**src/rtl/wsg_pkg.sv**
```systemverilog
// Constants and types shared by the wait state generator.
package wsg_pkg;
  // I/O ports used to reach the control register file.
  localparam logic [7:0] WSG_PTR_PORT = 8'hEE;
  localparam logic [7:0] WSG_DATA_PORT = 8'hEF;
  localparam logic [7:0] WSG_WSC_INDEX = 8'h00;
  // Field positions of wait_state_control.
  localparam int WSG_DC_HI = 7;
  localparam int WSG_DC_LO = 6;
  localparam int WSG_VEC_BIT = 5;
  localparam int WSG_OPX_BIT = 4;
  localparam int WSG_MEM_HI = 3;
  localparam int WSG_MEM_LO = 2;
  localparam int WSG_IO_HI = 1;
  localparam int WSG_IO_LO = 0;
  localparam logic [7:0] WSG_WSC_RST = 8'hFF;
  localparam logic [7:0] WSG_WSC_AFTER = 8'h00;
  // Fetches with defaults in force; they drop on the next trailing edge.
  localparam logic [4:0] WSG_DEFAULT_FETCHES = 5'h0F;
  localparam logic [4:0] WSG_FETCH_SAT = 5'h10;
  // Opcodes of the return-from-interrupt pair.
  localparam logic [7:0] WSG_OP_PREFIX = 8'hED;
  localparam logic [7:0] WSG_OP_RETURN = 8'h4D;
  localparam logic [3:0] WSG_RETURN_WAIT_LO = 4'h2;
  localparam logic [3:0] WSG_RETURN_WAIT_HI = 4'h4;
  localparam logic [3:0] WSG_RETURN_WAIT_OTHER = 4'h1;
  // Cycle types given by the bus sequencer.
  localparam logic [2:0] WSG_CYC_MEM = 3'h0;
  localparam logic [2:0] WSG_CYC_FETCH = 3'h1;
  localparam logic [2:0] WSG_CYC_IO = 3'h2;
  localparam logic [2:0] WSG_CYC_SETTLE = 3'h3;
  localparam logic [2:0] WSG_CYC_VECTOR = 3'h4;
  // Clock is 100 ns; every wait state is one such period.
  localparam int WSG_CLK_NS = 100;
  localparam int WSG_WAIT_NS = 100;
  localparam int WSG_WAIT_CYC = (WSG_WAIT_NS + WSG_CLK_NS - 1) / WSG_CLK_NS;

  typedef enum logic [1:0] {
    WSG_IDLE = 2'b00,
    WSG_COUNT = 2'b01,
    WSG_EXTW = 2'b10
  } wsg_state_t;

  typedef struct packed {
    wsg_state_t st;
    logic [3:0] cnt;
    logic [2:0] cyc;
    logic [7:0] wsc;
    logic written;
    logic [4:0] fetch_cnt;
    logic fetch_d;
    logic prev_ed;
    logic [7:0] ptr;
    logic [2:0] ext_sync;
    logic ext_act;
    logic wait_q;
    logic [7:0] rdata;
    logic rvalid;
  } wsg_regs_t;
endpackage

```
**src/rtl/wsg_top.sv**
```systemverilog
// Programmable wait state generator with its control register.
// What this block does
// RULE1: Acknowledge settle waits 0/2/4/6 by code.
// RULE2: Return fetch waits only for codes 10/11.
// RULE3: Return opcode gets 2 or 4 waits.
// RULE4: Other opcode after prefix gets one wait.
// RULE5: Vector bit adds one acknowledge wait.
// RULE6: Extension bit adds one fetch wait.
// RULE7: Memory field adds 0 to 3 waits.
// RULE8: I/O field adds 0/2/4/6 waits.
// RULE9: On-chip I/O adds no I/O field waits; external wait still applies.
// RULE10: Daisy field defaults 11 until 16th fetch.
// RULE11: Vector bit defaults one until 16th fetch.
// RULE12: Extension bit defaults one until 16th fetch.
// RULE13: Memory field defaults 11 until 16th fetch.
// RULE14: I/O field defaults 11 until 16th fetch.
// RULE15: Memory waits only inside boundary range.
// RULE16: External wait sampled after internal waits.
// RULE17: Register reached through pointer and data ports.
// RULE18: Each wait stretches one clock period.
`timescale 1ns/1ns
module wsg_top
  import wsg_pkg::*;
(
  input wire logic I_CORE_CLK,
  input wire logic I_RST,
  input wire logic I_CYC_START,
  input wire logic [2:0] I_CYC_TYPE,
  input wire logic [7:0] I_OPCODE,
  input wire logic I_MEM_IN_RANGE,
  input wire logic I_ONCHIP_IO,
  input wire logic I_OPFETCH_STROBE,
  input wire logic I_EXT_WAIT_N,
  input wire logic I_IO_WR,
  input wire logic I_IO_RD,
  input wire logic [7:0] I_IO_ADDR,
  input wire logic [7:0] I_IO_WDATA,
  output logic O_WAIT_REQ,
  output logic [7:0] O_RDATA,
  output logic O_RDATA_VALID,
  output logic [7:0] O_WAIT_CTRL
);
  wsg_regs_t s_r;
  wsg_regs_t s_nxt;
  logic [3:0] calc;
  logic [1:0] dc;
  logic [3:0] mem_w;
  logic wr_hit;
  logic fetch_edge;

  assign dc = s_r.wsc[WSG_DC_HI:WSG_DC_LO];
  // RULE17: pointer selects index
  assign wr_hit = I_IO_WR && (I_IO_ADDR == WSG_DATA_PORT) && (s_r.ptr == WSG_WSC_INDEX);
  assign fetch_edge = s_r.fetch_d && !I_OPFETCH_STROBE;
  // RULE15: range gates memory
  assign mem_w = I_MEM_IN_RANGE ? {2'b00, s_r.wsc[WSG_MEM_HI:WSG_MEM_LO]} : 4'h0;

  always_comb
  begin
    calc = 4'h0;
    unique case (I_CYC_TYPE)
      WSG_CYC_MEM:
      begin
        // RULE7: memory wait count
        calc = mem_w;
      end
      WSG_CYC_FETCH:
      begin
        // RULE6: extension adds one
        calc = mem_w + {3'b000, s_r.wsc[WSG_OPX_BIT]};
        // RULE2: return waits gated
        if (s_r.prev_ed && dc[1])
        begin
          // RULE3: return opcode waits
          if (I_OPCODE == WSG_OP_RETURN)
          begin
            calc = calc + (dc[0] ? WSG_RETURN_WAIT_HI : WSG_RETURN_WAIT_LO);
          end
          else
          begin
            // RULE4: single extra wait
            calc = calc + WSG_RETURN_WAIT_OTHER;
          end
        end
      end
      WSG_CYC_IO:
      begin
        // RULE8: doubled I/O code
        // RULE9: on-chip bypass
        calc = I_ONCHIP_IO ? 4'h0 : {1'b0, s_r.wsc[WSG_IO_HI:WSG_IO_LO], 1'b0};
      end
      WSG_CYC_SETTLE:
      begin
        // RULE1: doubled daisy code
        calc = {1'b0, dc, 1'b0};
      end
      WSG_CYC_VECTOR:
      begin
        // RULE5: vector wait bit
        calc = {3'b000, s_r.wsc[WSG_VEC_BIT]};
      end
      default:
      begin
        calc = 4'h0;
      end
    endcase
  end

  always_comb
  begin
    s_nxt = s_r;
    s_nxt.rvalid = 1'b0;
    s_nxt.fetch_d = I_OPFETCH_STROBE;
    s_nxt.ext_sync = {s_r.ext_sync[1:0], I_EXT_WAIT_N};
    if (s_r.ext_sync[1] == s_r.ext_sync[2])
    begin
      s_nxt.ext_act = !s_r.ext_sync[2];
    end
    if (fetch_edge && (s_r.fetch_cnt != WSG_FETCH_SAT))
    begin
      s_nxt.fetch_cnt = s_r.fetch_cnt + 5'h01;
      // RULE10: daisy default drop
      // RULE11: vector default drop
      // RULE12: extension default drop
      // RULE13: memory default drop
      // RULE14: I/O default drop
      if ((s_r.fetch_cnt == WSG_DEFAULT_FETCHES) && !s_r.written)
      begin
        s_nxt.wsc = WSG_WSC_AFTER;
      end
    end
    // RULE17: pointer and data ports
    if (I_IO_WR && (I_IO_ADDR == WSG_PTR_PORT))
    begin
      s_nxt.ptr = I_IO_WDATA;
    end
    if (wr_hit)
    begin
      s_nxt.wsc = I_IO_WDATA;
      s_nxt.written = 1'b1;
    end
    if (I_IO_RD)
    begin
      s_nxt.rvalid = 1'b1;
      s_nxt.rdata = 8'h00;
      if (I_IO_ADDR == WSG_PTR_PORT)
      begin
        s_nxt.rdata = s_r.ptr;
      end
      else if ((I_IO_ADDR == WSG_DATA_PORT) && (s_r.ptr == WSG_WSC_INDEX))
      begin
        s_nxt.rdata = s_r.wsc;
      end
    end
    unique case (s_r.st)
      WSG_IDLE:
      begin
        if (I_CYC_START)
        begin
          s_nxt.cyc = I_CYC_TYPE;
          if (I_CYC_TYPE == WSG_CYC_FETCH)
          begin
            s_nxt.prev_ed = (I_OPCODE == WSG_OP_PREFIX);
          end
          // RULE18: one clock per wait
          if (calc != 4'h0)
          begin
            s_nxt.st = WSG_COUNT;
            s_nxt.cnt = calc - 4'(WSG_WAIT_CYC);
            s_nxt.wait_q = 1'b1;
          end
          else if (s_r.ext_act && (I_CYC_TYPE != WSG_CYC_SETTLE))
          begin
            s_nxt.st = WSG_EXTW;
            s_nxt.wait_q = 1'b1;
          end
        end
      end
      WSG_COUNT:
      begin
        if (s_r.cnt != 4'h0)
        begin
          s_nxt.cnt = s_r.cnt - 4'h1;
        end
        // RULE16: external after internal
        else if (s_r.ext_act && (s_r.cyc != WSG_CYC_SETTLE))
        begin
          s_nxt.st = WSG_EXTW;
        end
        else
        begin
          s_nxt.st = WSG_IDLE;
          s_nxt.wait_q = 1'b0;
        end
      end
      WSG_EXTW:
      begin
        if (!s_r.ext_act)
        begin
          s_nxt.st = WSG_IDLE;
          s_nxt.wait_q = 1'b0;
        end
      end
      default:
      begin
        s_nxt.st = WSG_IDLE;
        s_nxt.wait_q = 1'b0;
      end
    endcase
  end

  always_ff @(posedge I_CORE_CLK)
  begin
    if (I_RST)
    begin
      s_r <= '0;
      s_r.wsc <= WSG_WSC_RST;
      s_r.ext_sync <= 3'b111;
    end
    else
    begin
      s_r <= s_nxt;
    end
  end

  assign O_WAIT_REQ = s_r.wait_q;
  assign O_RDATA = s_r.rdata;
  assign O_RDATA_VALID = s_r.rvalid;
  assign O_WAIT_CTRL = s_r.wsc;

  logic go;
  assign go = I_CYC_START && (s_r.st == WSG_IDLE);
endmodule // wsg_top

```
**config.mk**
```make
export PLATFORM = sky130hd
export DESIGN_NAME = wsg_top
export DESIGN_NICKNAME = d
export VERILOG_FILES = /design/src/rtl/wsg_pkg.sv /design/src/rtl/wsg_top.sv
export SDC_FILE = /design/constraint.sdc
export NUM_CORES = 1
export LEC_CHECK = 0
export BUFFER_PORTS_ARGS = -buffer_cell sky130_fd_sc_hd__buf_2
export CAP_MARGIN = 20
export CORE_UTILIZATION = 31
export DETAILED_ROUTE_END_ITERATION = 10
export PLACE_DENSITY = 0.56
export SLEW_MARGIN = 0
export SYNTH_ARGS = -nofsm -noshare
export SYNTH_HDL_FRONTEND = slang
export SYNTH_SLANG_ARGS = --single-unit
export TNS_END_PERCENT = 10
```
**constraint.sdc**
```tcl
create_clock -name I_CORE_CLK -period 4.3 [get_ports I_CORE_CLK]
set_input_delay 0.86 -clock I_CORE_CLK [delete_from_list [all_inputs] [get_ports I_CORE_CLK]]
set_output_delay 0.86 -clock I_CORE_CLK [all_outputs]
set_load 0.005 [all_outputs]
```
==> results.yml <==
placed_design:
  place_congestion: 0.758
  dp_hpwl_um: 4260
  dp_cells: 410
  portBuffers: 53
critical_path:
  critical_path.top_delay_family: "simple AND/OR/NAND/NOR gates"
  cp-end-kind: "flip-flop"
  path_cells: "buf_2, and4b_1, nand3b_1, or3_1, nand2b_1, fa_1, o21ai_0, a21oi_1, ha_1, a21bo_2, o22ai_1, o32ai_2, nor2_4, mux2i_1, a31oi_1"
  startpoint_type: "primary input"
  required_ns: 4.45
  worstPathArrival_ns: 3.96
  cp.buffers_inverters: 1
  crit_path_max_incr_delay_ns: 0.53
  reg2reg_setup_slack_ns: 0.87
  path_class: "primary input to flip-flop"
  cp_max_fo: 6
  slowest_stage: "fa_1"
route:
  ant_nets: 0
  route.detailed.drc: 0
  vias: 2060
  vias_per_cell: 4.93
  wl_um: 5720
  drtPass1Iterations: 4
  drt_iter0_markers: 87
  wl_per_cell_um: 13.7
yosys:
  avgSynthCellArea_sq_um: 9.29
  async_flop_share_pct: 0
  seq_area_frac_synth_pct: 36.2
  synth_nets: 328
  synthDistinctLibCells: 65
  synth_seq_cells: 47
  synth_edf_count: 0
  synthFlopType: "dfxtp_1"
  synthCells: 280
  netlist_area_sq_mm: 0.00260
  yosysWarnings: 0
final_layout:
  utilization_pct: 35.4
  layout_common_cells: "53 x buf_2, 47 x dfxtp_1, 34 x nor2_1"
  finish.net_count: 360
  n_antenna_cell: 0
  final_cells: 418
  mostFrequentLayoutCell: "buf_2"
  area_delta_synth_final_pct: 11.2
  layout-drive-gt1-share_pct: 26.8
power:
  ir_worst_vdd_v: 0.000135
  leakage_nw: 1.15
  power.density_mw_per_mm2: 304
timing:
  tightest_slew_ns: 0.872
  max_freq_mhz: 263
  fin_crit_sh_pct: 88.4
  clock_skew_ns: 0.00941
  rsz0062_at_grt: "no"
  max_slew_margin_pct: 41.9
  period_minus_slack_ns: 3.80
  timing_hold_violations_final: 0
  fin_setup_tns_ns: 0
  setup-violations-final: 0
  drv_slew: 0
global_routing:
  grt_max_degree: 48
  antenna_found_initial: 0
  overflow: 0
  grt_use_total_pct: 13.5
  use_met3_pct: 2.52
  met2_usage_pct: 23.7
  use_met1_pct: 17.2
  grt_first_pass_wirelength_um: 9290
  grt_pass1_vias: 1927
  busiest_layer: "met2"
clocking:
  post_cts_buffers: 0
  postCtsHoldBufs: 0
  clk_pin_slew_ns: 0.10
  cts_num_sinks: 47
  h-tree-depth: 2
  cts_buffers: 5
  ctsRootBufferMaster: "clkbuf_8"
  cts_tree: "yes"
  ctsResizeCount: 0
  clk_latency_ns: 0.30
  clockBufferDepth: 2
die:
  chipWidth_um: 93.6
  initial_core_util_pct: 31.8
  coreArea_sq_mm: 0.00818
  io-pin-count: 54
  rows: 33
  die_area_sq_mm: 0.00877
  die_h_um: 93.6
status:
  status: "completed"
min_path:
  hp-class: "flip-flop to flip-flop"
run:
  max_cap_violations: 0
per-layer routing:
layer	vias up	part of all wire, %
li1	1067	-
met1	954	48
met2	35	49
met3	4	2.8
met4	0	0.72
met5	-	0
cell families after synthesis:
logic type | share of synthesized area (%)
AOI/OAI and AO/OA | 20.2
buffers and inverters | 9.66
xor gates and xnor gates | 1.68
adders and majority gates | 6.06
DFF | 36.2
muxes | 5.00
and+or+nand+nor | 21.2
where the power goes:
part / leakage (nW) / internal, mW / switching, mW / total [mW]
sequential: 0.383 / 0.451 / 0.0101 / 0.461
combinational: 0.720 / 0.0657 / 0.0784 / 0.144
clock: 0.0418 / 0.117 / 0.156 / 0.273
total: 1.15 / 0.634 / 0.244 / 0.878
state kept, by name, summed over array words and instances, names as in the netlist:
signal / cells
O_RDATA: 8
O_WAIT_CTRL: 8
s_r: 27
O_RDATA_VALID: 1
s_nxt: 2
O_WAIT_REQ: 1
final cells by class:
type | instances | area, sq um
clock buffers | 6 | 72.6
clock inverters | 2 | 16.3
fillers | 857 | 5280
inverters | 15 | 56.3
multi-input cells | 190 | 1410
flip-flops and latches | 47 | 941
well taps | 105 | 131
repair buffers | 53 | 265
synth_stat cells, types with 4 or more instances:
cell type  count  area share [%]
and2_1         6             1.4
a22oi_1        8             2.3
nor2_1        34             4.9
a211oi_1      11             3.2
clkbuf_1       5            0.72
o21ai_0        7             1.3
dfxtp_1       47              36
buf_4         16             4.6
inv_1         15             2.2
a21oi_1       10             1.9
nand3_1        4            0.77
mux2i_1       13             5.0
ha_1          11             5.3
a221o_1        8             3.1
nand2_1        7             1.0
per-stage QoR:
stage | power [mW] | setup WS, ns | area, sq um | hold slack [ns]
2_1_floorplan | 0.577 | 0.552 | 2600 | 0.389
6_report | 0.878 | 0.498 | 2890 | 0.415
4_1_cts | 0.893 | 0.510 | 2890 | 0.417
3_5_place_dp | 0.615 | 0.199 | 2800 | 0.396
5_1_grt | 0.928 | 0.237 | 2890 | 0.432
3_3_place_gp | 0.614 | 0.260 | 2800 | 0.393
path summary, 6_finish.rpt:
check | from | end | depth (start not counted)
max | I_OPCODE[4] | s_r[44]$_SDFFE_PP0P_ | 15
min | s_nxt[12]$_SDFF_PP1_ | s_nxt[13]$_SDFF_PP1_ | 1
max reg2reg | O_WAIT_CTRL[2]$_SDFFE_PP1P_ | s_r[44]$_SDFFE_PP0P_ | 14
min reg2reg | s_nxt[12]$_SDFF_PP1_ | s_nxt[13]$_SDFF_PP1_ | 1
Note: power is estimated with default switching activity, not from simulation.
